**config.mk**
```make
export PLATFORM = sky130hd
export DESIGN_NAME = exp_hold_ctrl
export DESIGN_NICKNAME = d
export VERILOG_FILES = /design/src/hdl/exp_hold_pkg.sv /design/src/hdl/exp_hold_ctrl.sv
export SDC_FILE = /design/constraint.sdc
export NUM_CORES = 1
export LEC_CHECK = 0
export BUFFER_PORTS_ARGS = -buffer_cell sky130_fd_sc_hd__buf_4
export CAP_MARGIN = 20
export CORE_MARGIN = 2
export CORE_UTILIZATION = 53
export CTS_BUF_LIST = sky130_fd_sc_hd__clkbuf_4 sky130_fd_sc_hd__clkbuf_8 sky130_fd_sc_hd__clkbuf_16
export DETAILED_ROUTE_END_ITERATION = 10
export HOLD_SLACK_MARGIN = 0.1
export PLACE_DENSITY = 0.81
export REMOVE_ABC_BUFFERS = 1
export SLEW_MARGIN = 20
export SYNTH_ARGS = -nofsm -noshare
export SYNTH_HDL_FRONTEND = slang
export SYNTH_SLANG_ARGS = --single-unit
export TNS_END_PERCENT = 5
```
**constraint.sdc**
```tcl
create_clock -name clk -period 2.1 [get_ports clk]
set_clock_uncertainty 0.15 [all_clocks]
set_input_delay 0.42 -clock clk [delete_from_list [all_inputs] [get_ports clk]]
set_output_delay 0.42 -clock clk [all_outputs]
set_load 0.02 [all_outputs]
```
**src/hdl/exp_hold_pkg.sv**
```systemverilog
// Package: register map, field positions and reset values for the expansion hold controller
package exp_hold_pkg;
    localparam int          NUM_BASES       = 4;
    localparam int          SLOTS_PER_BASE  = 8;
    localparam int          NUM_MODULES     = 32;
    localparam int          ADDR_W          = 12;
    // Register byte addresses
    localparam logic [11:0] OFF_HOLD12      = 12'h000;
    localparam logic [11:0] OFF_HOLD34      = 12'h004;
    localparam logic [11:0] OFF_CTRL        = 12'h008;
    localparam logic [11:0] OFF_STATUS      = 12'h00c;
    localparam logic [11:0] OFF_INT_STAT    = 12'h010;
    localparam logic [11:0] OFF_INT_MASK    = 12'h014;
    localparam logic [11:0] OFF_CFG_REF     = 12'h018;
    localparam logic [11:0] OFF_MAN_MAP     = 12'h01c;
    localparam logic [11:0] OFF_ADDR_MAP    = 12'h020;
    // Control fields
    localparam int          CTRL_RUN_REQ    = 0;
    localparam int          CTRL_CHK_EN     = 1;
    localparam int          CTRL_MAN_ADDR   = 2;
    localparam int          CTRL_FAIL_CLR   = 3;
    // Status fields
    localparam int          ST_RUN_BIT      = 0;
    localparam int          ST_PWRUP_BIT    = 1;
    localparam int          ST_FAIL_LSB     = 4;
    localparam int          ST_PRES_LSB     = 8;
    // Interrupt events
    localparam int          EV_COMM_FAIL    = 0;
    localparam int          EV_CFG_REFUSE   = 1;
    // Reset values
    localparam logic [15:0] HOLD_RESET      = 16'h0000;
    localparam logic [3:0]  CFG_REF_RESET   = 4'hf;
    localparam logic [7:0]  MAN_MAP_RESET   = 8'he4;
    localparam logic [1:0]  INT_MASK_RESET  = 2'h0;

    typedef enum logic [1:0] {
        ST_PWRUP,
        ST_STOP,
        ST_RUN
    } run_state_t;
endpackage

```
**src/hdl/exp_hold_ctrl.sv**
```systemverilog
// Expansion base output hold, run/stop and I/O configuration check controller
// What this block does
// Comm failure of any base present at power-up forces run to stop
// Hold bit set keeps module outputs unchanged
// Hold bit clear drives module outputs off
// Two hold words, eight slot bits per base
// Hold choice applies per module, not base
// Config check refuses run on changed configuration
// Auto addressing compacts present bases, run allowed
// Manual addressing keeps user map, check usable
// Failure response in same scan as detection
`timescale 1ns/1ps
module exp_hold_ctrl
    import exp_hold_pkg::*;
(
    input  wire logic        clk,
    input  wire logic        resetn,
    input  wire logic        psel,
    input  wire logic        penable,
    input  wire logic        pwrite,
    input  wire logic [11:0] paddr,
    input  wire logic [31:0] pwdata,
    output logic      [31:0] prdata,
    output logic             pready,
    output logic             pslverr,
    input  wire logic [3:0]  base_present,
    input  wire logic [3:0]  base_comm_ok,
    input  wire logic [31:0] out_image,
    output logic      [31:0] module_out,
    output logic      [7:0]  base_addr_map,
    output logic             run_mode,
    output logic             irq
);

    typedef struct packed {
        run_state_t  state;
        logic [15:0] hold12;
        logic [15:0] hold34;
        logic        run_req;
        logic        chk_en;
        logic        man_addr;
        logic [3:0]  pwr_present;
        logic [3:0]  cfg_ref;
        logic [7:0]  man_map;
        logic [3:0]  fail;
        logic [1:0]  int_st;
        logic [1:0]  int_mask;
        logic [31:0] outs;
        logic [7:0]  addr_map;
        logic [31:0] prdata;
        logic        pready;
        logic        pslverr;
        logic        irq;
        logic        run;
    } state_t;

    state_t s_q;
    state_t s_d;

    // Number of present bases below a given base number
    function automatic logic [1:0] bases_below(input logic [3:0] pres, input int b);
        logic [2:0] n;
        n = 3'h0;
        for (int i = 0; i < NUM_BASES; i++) begin
            if (i < b && pres[i]) begin
                n = n + 3'h1;
            end
        end
        return n[1:0];
    endfunction

    // Register address hit check
    function automatic logic is_mapped(input logic [11:0] a);
        return a == OFF_HOLD12 || a == OFF_HOLD34 || a == OFF_CTRL || a == OFF_STATUS
            || a == OFF_INT_STAT || a == OFF_INT_MASK || a == OFF_CFG_REF
            || a == OFF_MAN_MAP || a == OFF_ADDR_MAP;
    endfunction

    logic        setup_ph;
    logic        wr_en;
    logic [31:0] hold_all;
    logic [3:0]  fail_now;
    logic        cfg_changed;
    logic [1:0]  events;

    always_comb begin
        s_d         = s_q;
        setup_ph    = psel && !penable;
        wr_en       = psel && penable && s_q.pready && pwrite;
        hold_all    = {s_q.hold34, s_q.hold12};
        // Only bases seen at power-up are watched; absent ones carry no outputs
        fail_now    = (s_q.state == ST_RUN) ? (s_q.pwr_present & ~base_comm_ok) : 4'h0;
        cfg_changed = s_q.chk_en && (s_q.pwr_present != s_q.cfg_ref);
        events      = 2'h0;

        // Register writes
        if (wr_en) begin
            unique case (paddr)
                OFF_HOLD12:   s_d.hold12 = pwdata[15:0];
                OFF_HOLD34:   s_d.hold34 = pwdata[15:0];
                OFF_CTRL: begin
                    s_d.run_req  = pwdata[CTRL_RUN_REQ];
                    s_d.chk_en   = pwdata[CTRL_CHK_EN];
                    s_d.man_addr = pwdata[CTRL_MAN_ADDR];
                    if (pwdata[CTRL_FAIL_CLR]) begin
                        s_d.fail = 4'h0;
                    end
                end
                OFF_INT_STAT: s_d.int_st = s_q.int_st & ~pwdata[1:0];
                OFF_INT_MASK: s_d.int_mask = pwdata[1:0];
                OFF_CFG_REF:  s_d.cfg_ref = pwdata[3:0];
                OFF_MAN_MAP:  s_d.man_map = pwdata[7:0];
                default: ;
            endcase
        end

        // Failure latch; a new failure wins over a clear in the same cycle
        s_d.fail = s_d.fail | fail_now;

        // Run/stop sequencing
        unique case (s_q.state)
            ST_PWRUP: begin
                // Presence caught once after reset release
                s_d.pwr_present = base_present;
                s_d.state       = ST_STOP;
            end
            ST_STOP: begin
                if (s_q.run_req && s_q.fail == 4'h0) begin
                    if (cfg_changed) begin
                        s_d.run_req           = 1'b0;
                        events[EV_CFG_REFUSE] = 1'b1;
                    end else begin
                        s_d.state = ST_RUN;
                    end
                end
            end
            ST_RUN: begin
                if (fail_now != 4'h0) begin
                    s_d.state            = ST_STOP;
                    s_d.run_req          = 1'b0;
                    events[EV_COMM_FAIL] = 1'b1;
                end
            end
            default: s_d.state = ST_STOP;
        endcase

        // Run flag kept in a flop so run_mode has no decode behind it
        s_d.run = s_d.state == ST_RUN;

        // Interrupt status, set wins over clear
        s_d.int_st = s_d.int_st | events;
        s_d.irq    = |(s_d.int_st & s_q.int_mask);

        // Per-module output response, decided in the failing cycle itself
        for (int b = 0; b < NUM_BASES; b++) begin
            for (int m = 0; m < SLOTS_PER_BASE; m++) begin
                if (s_d.fail[b]) begin
                    // Hold bits picked per slot, so one base may mix responses
                    s_d.outs[b*8+m] = hold_all[b*8+m] ? s_q.outs[b*8+m] : 1'b0;
                end else begin
                    s_d.outs[b*8+m] = out_image[b*8+m];
                end
            end
        end

        // Base address order; manual map is never rewritten by the block
        for (int b = 0; b < NUM_BASES; b++) begin
            if (s_q.man_addr) begin
                s_d.addr_map[b*2 +: 2] = s_q.man_map[b*2 +: 2];
            end else begin
                s_d.addr_map[b*2 +: 2] = bases_below(s_q.pwr_present, b);
            end
        end

        // APB answer: ready in the access phase, one wait-free cycle
        s_d.pready  = setup_ph;
        s_d.pslverr = setup_ph && !is_mapped(paddr);
        s_d.prdata  = 32'h0000_0000;
        if (setup_ph && !pwrite) begin
            unique case (paddr)
                OFF_HOLD12:   s_d.prdata = {16'h0000, s_q.hold12};
                OFF_HOLD34:   s_d.prdata = {16'h0000, s_q.hold34};
                OFF_CTRL:     s_d.prdata = {28'h0000000, 1'b0, s_q.man_addr, s_q.chk_en, s_q.run_req};
                OFF_STATUS: begin
                    s_d.prdata[ST_RUN_BIT]            = s_q.state == ST_RUN;
                    s_d.prdata[ST_PWRUP_BIT]          = cfg_changed;
                    s_d.prdata[ST_FAIL_LSB +: 4]      = s_q.fail;
                    s_d.prdata[ST_PRES_LSB +: 4]      = s_q.pwr_present;
                end
                OFF_INT_STAT: s_d.prdata = {30'h0, s_q.int_st};
                OFF_INT_MASK: s_d.prdata = {30'h0, s_q.int_mask};
                OFF_CFG_REF:  s_d.prdata = {28'h0000000, s_q.cfg_ref};
                OFF_MAN_MAP:  s_d.prdata = {24'h000000, s_q.man_map};
                OFF_ADDR_MAP: s_d.prdata = {24'h000000, s_q.addr_map};
                default:      s_d.prdata = 32'h0000_0000;
            endcase
        end
    end

    // State register; outputs off and in ST_PWRUP after reset
    always_ff @(posedge clk or negedge resetn) begin
        if (!resetn) begin
            s_q.state       <= ST_PWRUP;
            s_q.hold12      <= HOLD_RESET;
            s_q.hold34      <= HOLD_RESET;
            s_q.run_req     <= 1'b0;
            s_q.chk_en      <= 1'b0;
            s_q.man_addr    <= 1'b0;
            s_q.pwr_present <= 4'h0;
            s_q.cfg_ref     <= CFG_REF_RESET;
            s_q.man_map     <= MAN_MAP_RESET;
            s_q.fail        <= 4'h0;
            s_q.int_st      <= 2'h0;
            s_q.int_mask    <= INT_MASK_RESET;
            s_q.outs        <= 32'h0000_0000;
            s_q.addr_map    <= 8'h00;
            s_q.prdata      <= 32'h0000_0000;
            s_q.pready      <= 1'b0;
            s_q.pslverr     <= 1'b0;
            s_q.irq         <= 1'b0;
            s_q.run         <= 1'b0;
        end else begin
            s_q <= s_d;
        end
    end

    assign prdata        = s_q.prdata;
    assign pready        = s_q.pready;
    assign pslverr       = s_q.pslverr;
    assign module_out    = s_q.outs;
    assign base_addr_map = s_q.addr_map;
    assign run_mode      = s_q.run;
    assign irq           = s_q.irq;
endmodule

```
==> flow_metrics.tcl, run 1 <==
set metrics [dict create \
    net-switching-power_mw 1.21 \
    yosysTopAreaCell "dfrtp_1" \
    critPathMaxFanout 4 \
    yosys-top-cells-area "dfrtp_1 (47%), mux2_2 (10%), buf_4 (8.9%), mux2i_1 (8.2%), dfstp_2 (3.5%)" \
    async_reset_ff_share_pct 100 \
    netlist.area_leader.share_pct 46.5 \
    cts_buffers 17 \
    holdPathStages 3 \
    whs_endpoint "module_out[0]$_DFFE_PN0P_" \
    core_um2 11300 \
    cts_sinks 121 \
    dp_hpwl_mm 11.0 \
    antenna_found_initial 0 \
    cp-start-kind "input port" \
    drt-initial-drc-count 309 \
    top_layer "met4" \
    num_rows 39 \
    cp.required_ns 2.28 \
    drive_gt1_share_pct 39.9 \
    post_cts_buffers 0 \
    leakage_nw 4.25 \
    diodes 0 \
    cts_tree "yes" \
    grt-ovfl-total 0 \
    fmax_mhz 489 \
    synth-seq-cells 121 \
    power_frac_comb_pct 6.4 \
    status "finished, final reports clean" \
    gp_congestion 0.953 \
    fill_cells 792 \
    hold_viol_final 0 \
    grt_pass1_wl_mm 25.4 \
    power_density_nw_per_um2 708 \
    r2r-start "pready$_DFF_PN0_" \
    pwr-share-clk_pct 52.1 \
    pre_cts_slack_ns -0.378 \
    synthDistinctLibCells 51 \
    syn_avg_cell_area_um2 11.0 \
    routed_wl_mm 15.6 \
    hp-class "input port to flip-flop" \
    drc 0 \
    first_pass_iters 5 \
    avgViaCountPerCell 5.40 \
    crit_arrival_ns 2.22 \
    period_minus_slack_ns 2.05 \
    track_usage_pct 26.6 \
    dieHeight_um 111 \
    yosysSeqAreaShare_pct 50.0 \
    die_area_um2 12300 \
    clockBufferDepth 2 \
    area_growth_pct 31.3 \
    hp-start "out_image[0]" \
    synth_area_um2 6080 \
    multiInputGateArea_um2 2320 \
    setup_viol 0 \
    yosysWarnings 0 \
    initial_utilization_pct 53.7 \
    fin_ws_ns 0.0533 \
    wl_met2_mm 7.84 \
    ant_nets 0 \
    rrSetupSlack_ns 0.11 \
    ios 165 \
    r2r-end "module_out[17]$_DFFE_PN0P_" \
    die_w_um 111 \
    post_drt_wl_per_cell_um 18.2 \
    wl_met1_mm 6.31 \
    rsz0062_at_grt "false" \
    grt_max_degree 48 \
    clk_pin_slew_ns 0.05 \
    hold_slack_ns 0.103 \
    nets 796 \
    clock_latency_ns 0.41 \
    rr_worst_depth 7 \
    synthFlopType "dfrtp_1" \
    worstSetupPathType "input port to flip-flop" \
    first_global_vias 4945 \
    stdcell_area_um2 7980 \
    slew_violations 0 \
    final-seq-area_um2 3040 \
    portBuffers 132 \
    synthCells 554 \
    period_share_pct 97.5 \
    p_sw_share_pct 21.5 \
    pwr-share-seq_pct 41.4 \
    htreeDepth 4 \
    dr_wl_met3_um 973 \
    ir_drop_mv 0.661 \
    synth_edf_count 0 \
    max_cap_viol_count 0 \
    place_area_um2 7090 \
    endpoint_kind "flip-flop" \
    clock_tree.root_cell "clkbuf_16" \
    vias 4631 \
    p_int_mw 4.43 \
]
==> worst max-delay path by stage <==
stage	from	endpoint	slack, ns	cells past startpoint
floorplan	paddr[1]	hold_all[16]$_DFFE_PN0P_	-0.34	4
global placement	paddr[1]	hold_all[21]$_DFFE_PN0P_	-0.32	6
detailed placement	paddr[1]	module_out[17]$_DFFE_PN0P_	-0.38	8
CTS	paddr[1]	module_out[17]$_DFFE_PN0P_	0.03	8
global route	paddr[1]	module_out[16]$_DFFE_PN0P_	0.02	8
finish	paddr[1]	module_out[17]$_DFFE_PN0P_	0.05	8
==> timing repair <==
| action | 4_1_cts | 5_1_grt |
|---|---|---|
| setup endpoints to repair | 0 | 5 |
| endpoints found under the hold margin | 52 | 1 |
| resized for setup | 0 | 2 |
| hold buffers | 26 | 1 |
==> power groups by stage <==
stage	clock [mW]	sequential [mW]	combinational (mW)
after global routing	3.10	2.34	0.396
after global placement	0	2.38	0.315
after detailed placement	0	2.38	0.320
final	2.94	2.34	0.363
after CTS	2.97	2.34	0.362
after floorplan	0	2.38	0.0798
==> per-stage QoR <==
step / cells / setup TNS [ns] / total power, mW / utilization, %
detailed placement: 799 / -25.28 / 2.70 / 62.7
finish: 858 / 0 / 5.64 / 70.5
CTS: 857 / 0 / 5.67 / 70.3
global placement: 799 / -22.57 / 2.69 / 62.7
global route: 858 / 0 / 5.83 / 70.5
floorplan: 479 / -17.19 / 2.46 / -
==> cell usage after synthesis, types with 5 or more instances <==
library cell	instances
dfrtp_1	113
buf_4	72
mux2_2	56
nand2_1	53
mux2i_1	50
inv_1	43
nor2_1	27
o21ai_0	13
a22oi_1	12
clkbuf_1	9
nor2b_1	9
dfstp_2	8
nand3_1	7
and2_1	6
buf_2	6
o22ai_1	6
ha_1	5
nand2b_1	5
nor4_1	5
==> worst max-delay path: stages <==
cell and delay [ns]:
buf_4 0.11, or4_4 0.54, buf_4 0.16, nor2_2 0.14, and4_2 0.32, o21ai_1 0.15, buf_4 0.21, mux2i_1 0.17
==> cell usage in the layout, fill, tap and decap left out, drive strengths merged, types with 2 or more instances in the layout <==
cell type    count
a211oi           3
a21oi            2
a22oi           12
a2bb2oi          2
a31oi            2
and2             6
and4             2
buf            177
bufinv           3
clkbuf          20
clkinv           7
clkinvlp         2
conb            16
dfrtp          113
dfstp            8
dlygate4sd3     27
ha               5
inv             43
mux2            56
mux2i           50
nand2           53
nand2b           5
nand3            8
nand4            2
nor2            28
nor2b            9
nor3             3
nor4             5
o21ai           13
o22ai            6
o41ai            2
or2              4
or3              5
xor2             4
==> flip-flops by register name (all words and copies together), names as in the netlist <==
signal / cells
prdata: 16
run_mode: 1
pslverr: 1
hold_all: 32
module_out: 32
irq: 1
pready: 1
s_q: 29
base_addr_map: 8
==> logic make-up (layout without fill, tap and decap cells) <==
logic type                 count (synthesis)  after routing  share of synthesized area [%]
muxes                                    107            107                           19.0
and+or+nand+nor                          133            133                           10.8
xor gates and xnor gates                   5              5                          0.721
buffers and inverters                    133            279                           12.9
AOI/OAI and AO/OA                         49             49                           5.50
DFF                                      121            121                           50.0
adders and majority gates                  5              5                           1.03
other                                      1             16                         0.0617
==> final cells by class <==
type	count	area share [%]
clock buffer	20	5.69
inverter	43	2.02
clock inverter	12	1.90
multi-input combinational	315	29.1
timing repair buffer	204	21.0
sequential	121	38.1
tap	143	2.24
==> per-layer routing <==
layer / up-vias / GRT usage, %
li1: 2084 / -
met4: 0 / 10.9
met2: 216 / 45.4
met1: 2287 / 32.6
met3: 44 / 6.18
met5: - / 0
(Power assumes the default switching activity.)
==> inputs of run 2 (changes only) <==
--- a/config.mk
+++ b/config.mk
@@ -11,7 +11,8 @@
 export CORE_UTILIZATION = 53
 export CTS_BUF_LIST = sky130_fd_sc_hd__clkbuf_4 sky130_fd_sc_hd__clkbuf_8 sky130_fd_sc_hd__clkbuf_16
 export DETAILED_ROUTE_END_ITERATION = 10
-export HOLD_SLACK_MARGIN = 0.1
+export GPL_ROUTABILITY_DRIVEN = 0
+export HOLD_SLACK_MARGIN = 0.06
 export PLACE_DENSITY = 0.81
 export REMOVE_ABC_BUFFERS = 1
 export SLEW_MARGIN = 20
==> constraint.sdc (replaced) <==
create_clock -name clk -period 2.1 [get_ports clk]
set_clock_uncertainty 0.15 [all_clocks]
set_input_delay 0.42 -clock clk [delete_from_list [all_inputs] [get_ports clk]]
set_output_delay 0.42 -clock clk [all_outputs]
set_load 0.1 [all_outputs]
==> run 2 against run 1 <==
Sequential share of layout area increased by 1.5 points. Fmax grew 0.30%. Sequential power is essentially flat. Combinational power up 21%. Worst hold slack worse by 0.030 ns. Die area did not move. Register-to-register slack better by 0.02 ns.
==> flow_metrics.tcl, run 2 (synthesis results as in run 1) <==
set metrics [dict create \
    worstSetupPathType "input port to flip-flop" \
    clock_latency_ns 0.42 \
    final-seq-area_um2 3040 \
    drc 0 \
    rrSetupSlack_ns 0.13 \
    dp_hpwl_mm 11.1 \
    ir_drop_mv 0.589 \
    track_usage_pct 26.1 \
    critPathMaxFanout 13 \
    ios 165 \
    pwr-share-clk_pct 50.5 \
    rr_worst_depth 5 \
    slew_violations 0 \
    clock_tree.root_cell "clkbuf_16" \
    avgViaCountPerCell 5.44 \
    initial_utilization_pct 53.7 \
    pwr-share-seq_pct 41.6 \
    portBuffers 132 \
    grt-ovfl-total 0 \
    post_drt_wl_per_cell_um 18.9 \
    first_global_vias 4791 \
    stdcell_area_um2 7680 \
    period_minus_slack_ns 2.04 \
    nets 769 \
    whs_endpoint "s_q[96]$_DFFE_PN0N_" \
    hp-start "base_present[0]" \
    final_common_cell "buf_4" \
    clockBufferDepth 2 \
    antenna_found_initial 0 \
    hp-class "input port to flip-flop" \
    r2r-end "hold_all[22]$_DFFE_PN0P_" \
    num_rows 39 \
    die_area_um2 12300 \
    cp.required_ns 2.25 \
    htreeDepth 4 \
    holdPathStages 3 \
    leakage_nw 4.11 \
    diodes 0 \
    grt_pass1_wl_mm 24.8 \
    ant_nets 0 \
    r2r-start "pready$_DFF_PN0_" \
    power_density_nw_per_um2 731 \
    status "finished, final reports clean" \
    drt-initial-drc-count 299 \
    cts_sinks 121 \
    final_util_pct 67.8 \
    fmax_mhz 490 \
    power_frac_comb_pct 7.8 \
    period_share_pct 97.2 \
    cts_buffers 17 \
    cts_tree "yes" \
    clk_pin_slew_ns 0.06 \
    cpMaxStageDelayCell "or4_4" \
    place_area_um2 7090 \
    critPathLaunch "paddr[1]" \
    area_growth_pct 26.4 \
    max_stage_delay_ns 0.54 \
    dieHeight_um 111 \
    p_sw_share_pct 24.7 \
    crit_arrival_ns 2.19 \
    first_pass_iters 5 \
    final_cell_mix "buf_4 (170), dfrtp_1 (113), mux2_2 (56), nand2_1 (53), mux2i_1 (50)" \
    p_int_mw 4.23 \
    max_cap_viol_count 0 \
    post_cts_buffers 0 \
    multiInputGateArea_um2 2320 \
    net-switching-power_mw 1.39 \
    routed_wl_mm 15.7 \
    drive_gt1_share_pct 41.1 \
    cp-start-kind "input port" \
    hold_viol_final 0 \
    setup_tns_ns 0 \
    rsz0062_at_grt "false" \
    path_cells "buf_4, or4_4, or3_4, nor3_4, buf_12, mux2_2" \
    die_w_um 111 \
    fill_cells 838 \
    core_um2 11300 \
    setup_viol 0 \
    endpoint_kind "flip-flop" \
    p_total_mw 5.61 \
    vias 4521 \
    grt_max_degree 53 \
]
-- run 2: changes by cell type in the layout (fill, tap and decap cells not counted) --
cell | before | now
clkinvlp_4 | 2 | 5
and4_2 | 1 | 0
and4_1 | 1 | 2
bufinv_16 | 3 | 2
dlygate4sd3_1 | 27 | 1
inv_6 | 0 | 2
buf_4 | 171 | 170
clkbuf_4 | 2 | 0
clkbuf_8 | 1 | 0
clkinv_4 | 3 | 2
-- run 2: cell type report --
cell class	instances	area share, %
Tap cell	143	2.33
Sequential cell	121	39.6
Timing Repair Buffer	177	18.3
Clock inverter	15	1.99
Clock buffer	17	5.54
Multi-Input combinational cell	315	30.2
Inverter	43	2.10
-- run 2: worst max-delay path by stage --
stage | to | slack, ns | depth (start not counted)
floorplan | hold_all[16]$_DFFE_PN0P_ | -0.66 | 4
global placement | hold_all[23]$_DFFE_PN0P_ | -0.32 | 6
detailed placement | hold_all[26]$_DFFE_PN0P_ | -0.35 | 6
CTS | irq$_DFF_PN0_ | 0.06 | 5
global route | hold_all[22]$_DFFE_PN0P_ | 0.04 | 6
finish | hold_all[22]$_DFFE_PN0P_ | 0.06 | 6
-- run 2: critical path, delay by kind of cell --
kind                   cells  cell delay, ns
and+or+nand+nor            3            1.10
muxes                      1            0.36
buffers and inverters      2            0.29
-- run 2: repair_timing --
item / in CTS / in global routing
hold buffers: 1 / 0
gates resized for setup: 0 / 1
setup endpoints to repair: 0 / 2
endpoints found under the hold margin: 20 / 0
-- run 2: per-stage QoR --
step,cells,hold WS [ns],setup slack [ns]
after floorplan,479,-0.0256,-0.657
after global placement,798,0.181,-0.323
after detailed placement,798,0.186,-0.354
after CTS,831,0.0604,0.0630
after global routing,831,0.0810,0.0370
final,831,0.0727,0.0594
-- run 2: power groups by stage --
stage                     Clock (mW)  Sequential [mW]  Combinational, mW
final                           2.84             2.34              0.439
after global routing            2.99             2.34              0.465
after detailed placement           0             2.38              0.432
after global placement             0             2.38              0.424
after CTS                       2.87             2.34              0.437
after floorplan                    0             2.39              0.179
-- run 2: metal layers --
layer | up-vias | GRT usage (%) | wire [um]
met3 | 37 | 5.96 | 1100
li1 | 2035 | - | -
met4 | 0 | 10.7 | 374
met2 | 224 | 43.4 | 7950
met5 | - | 0 | 0
met1 | 2225 | 33.3 | 6300
==> inputs of run 3 (changes only) <==
--- a/config.mk
+++ b/config.mk
@@ -7,9 +7,9 @@
 export LEC_CHECK = 0
 export BUFFER_PORTS_ARGS = -buffer_cell sky130_fd_sc_hd__buf_4
 export CAP_MARGIN = 20
+export CORE_ASPECT_RATIO = 0.7
 export CORE_MARGIN = 2
 export CORE_UTILIZATION = 53
-export CTS_BUF_LIST = sky130_fd_sc_hd__clkbuf_4 sky130_fd_sc_hd__clkbuf_8 sky130_fd_sc_hd__clkbuf_16
 export DETAILED_ROUTE_END_ITERATION = 10
 export GPL_ROUTABILITY_DRIVEN = 0
 export HOLD_SLACK_MARGIN = 0.06
==> run 3 against run 2 <==
Flip-flop and latch count is the same. Final cell count rose by 0.84%. Highest routed layer unchanged. Sequential power hardly changed. Combinational power hardly changed. Critical path type unchanged. Non-clock buffer count decreased by 3. Die area grew 0.11%. Critical endpoint is now hold_all[26]$_DFFE_PN0P_.
==> flow_metrics.tcl, run 3 (synthesis results as in run 1) <==
set metrics [dict create \
    status "finished, final reports clean" \
    drt-initial-drc-count 533 \
    htreeDepth 4 \
    routed_wl_mm 15.8 \
    grt.met2_usage_pct 43.0 \
    clk_pin_slew_ns 0.06 \
    worstMarginPinSlew_ns 0.482 \
    hp-start "out_image[16]" \
    final_cell_mix "buf_4 (165), dfrtp_1 (113), mux2_2 (56), nand2_1 (52), mux2i_1 (50)" \
    slew_headroom_pct 67.0 \
    leakage_nw 4.12 \
    avgViaCountPerCell 5.37 \
    dp_hpwl_mm 11.4 \
    die_area_um2 12400 \
    core_um2 11100 \
    num_rows 32 \
    diodes 0 \
    setup_tns_ns 0 \
    grt-ovfl-total 0 \
    final_util_pct 69.5 \
    grt_use_met1_pct 36.5 \
    period_share_pct 98.1 \
    rrSetupSlack_ns 0.07 \
    clock_tree.root_cell "clkbuf_16" \
    r2r-start "pready$_DFF_PN0_" \
    grt.busiest_layer "met2" \
    max_cap_viol_count 0 \
    r2r-end "hold_all[26]$_DFFE_PN0P_" \
    period_minus_slack_ns 2.06 \
    cp.required_ns 2.24 \
    endpoint_kind "flip-flop" \
    post_drt_wl_per_cell_um 18.9 \
    fmax_mhz 485 \
    grt_pass1_wl_mm 25.4 \
    post_cts_buffers 0 \
    die_w_um 132 \
    critPathMaxFanout 5 \
    setup_viol 0 \
    area_growth_pct 26.8 \
    cts_buffers 17 \
    holdPathStages 3 \
    hp-class "input port to flip-flop" \
    portBuffers 132 \
    rsz0062_at_grt "false" \
    rr_worst_depth 5 \
    drive_gt1_share_pct 40.7 \
    hold_viol_final 0 \
    first_global_vias 4705 \
    ios 165 \
    track_usage_pct 27.1 \
    ir_drop_mv 0.641 \
    cts_sinks 121 \
    cts_tree "yes" \
    worstSetupPathType "input port to flip-flop" \
    use_met3_pct 7.32 \
    whs_endpoint "module_out[16]$_DFFE_PN0P_" \
    grt_max_degree 56 \
    hold_slack_ns 0.0964 \
    power_density_nw_per_um2 734 \
    slew_violations 0 \
    cp-start-kind "input port" \
    dieHeight_um 93.6 \
    antenna_found_initial 0 \
    drc 0 \
    vias 4502 \
    clock_latency_ns 0.41 \
    clockBufferDepth 2 \
    initial_utilization_pct 54.8 \
    ant_nets 0 \
    crit_arrival_ns 2.20 \
    nets 766 \
    first_pass_iters 5 \
    final_common_cell "buf_4" \
]
## run 3: cell types whose count changed in the layout (fill, tap and decap cells not counted)
cell        previous run  this run
clkbuf_8               0         3
clkinv_2               4         3
nand2_2                0         1
nand2_1               53        52
buf_4                170       165
nor4_2                 1         0
clkbuf_1               0         1
clkinvlp_4             5         4
inv_6                  2         0
buf_12                 6         8
nor4_1                 4         5
## run 3: how the worst max path moves through the flow
| stage | startpoint | end |
|---|---|---|
| 2_1_floorplan | pready$_DFF_PN0_ | hold_all[16]$_DFFE_PN0P_ |
| 3_3_place_gp | paddr[1] | hold_all[26]$_DFFE_PN0P_ |
| 3_5_place_dp | paddr[1] | s_q[84]$_DFFE_PN0P_ |
| 4_1_cts | paddr[1] | hold_all[24]$_DFFE_PN0P_ |
| 5_1_grt | paddr[1] | hold_all[26]$_DFFE_PN0P_ |
| 6_report | paddr[1] | hold_all[26]$_DFFE_PN0P_ |
## run 3: area by class of cell
type,count,area (um^2)
flip-flops and latches,121,3040
fillers,801,3380
repair buffers,174,1410
inverters,43,161
well taps,153,191
clock buffers,21,470
multi-input cells,315,2310
clock inverters,11,123
## run 3: per-stage QoR
step	power (mW)	setup slack [ns]	area, um^2	instances
after global placement	2.80	-0.343	7100	805
after global routing	5.84	0.00147	7710	838
final	5.66	0.0395	7710	838
after detailed placement	2.81	-0.369	7100	805
after floorplan	2.57	-0.657	5510	479
after CTS	5.69	0.0536	7700	838
## run 3: timing repair
action / CTS / global route
hold endpoints to repair: 33 / 0
gates resized for setup: 0 / 1
hold buffers: 1 / 0
endpoints found under the setup margin: 0 / 4
## run 3: report_power, final
group / internal [mW] / leakage [nW] / switching [mW]
clock: 1.84 / 0.281 / 1.05
sequential: 2.34 / 1.61 / 0.00123
combinational: 0.145 / 2.24 / 0.290
## run 3: routing by layer
layer  share of wire (%)  wire (um)
met1                  43       6760
met2                  47       7470
met3                 8.8       1390
met4                 1.4        221
met5                   0          0
## run 3: critical path: stages
cell and delay [ns]:
buf_4 0.11, or4_4 0.55, or3_4 0.39, nor3_4 0.19
buf_4 0.20, mux2_2 0.34
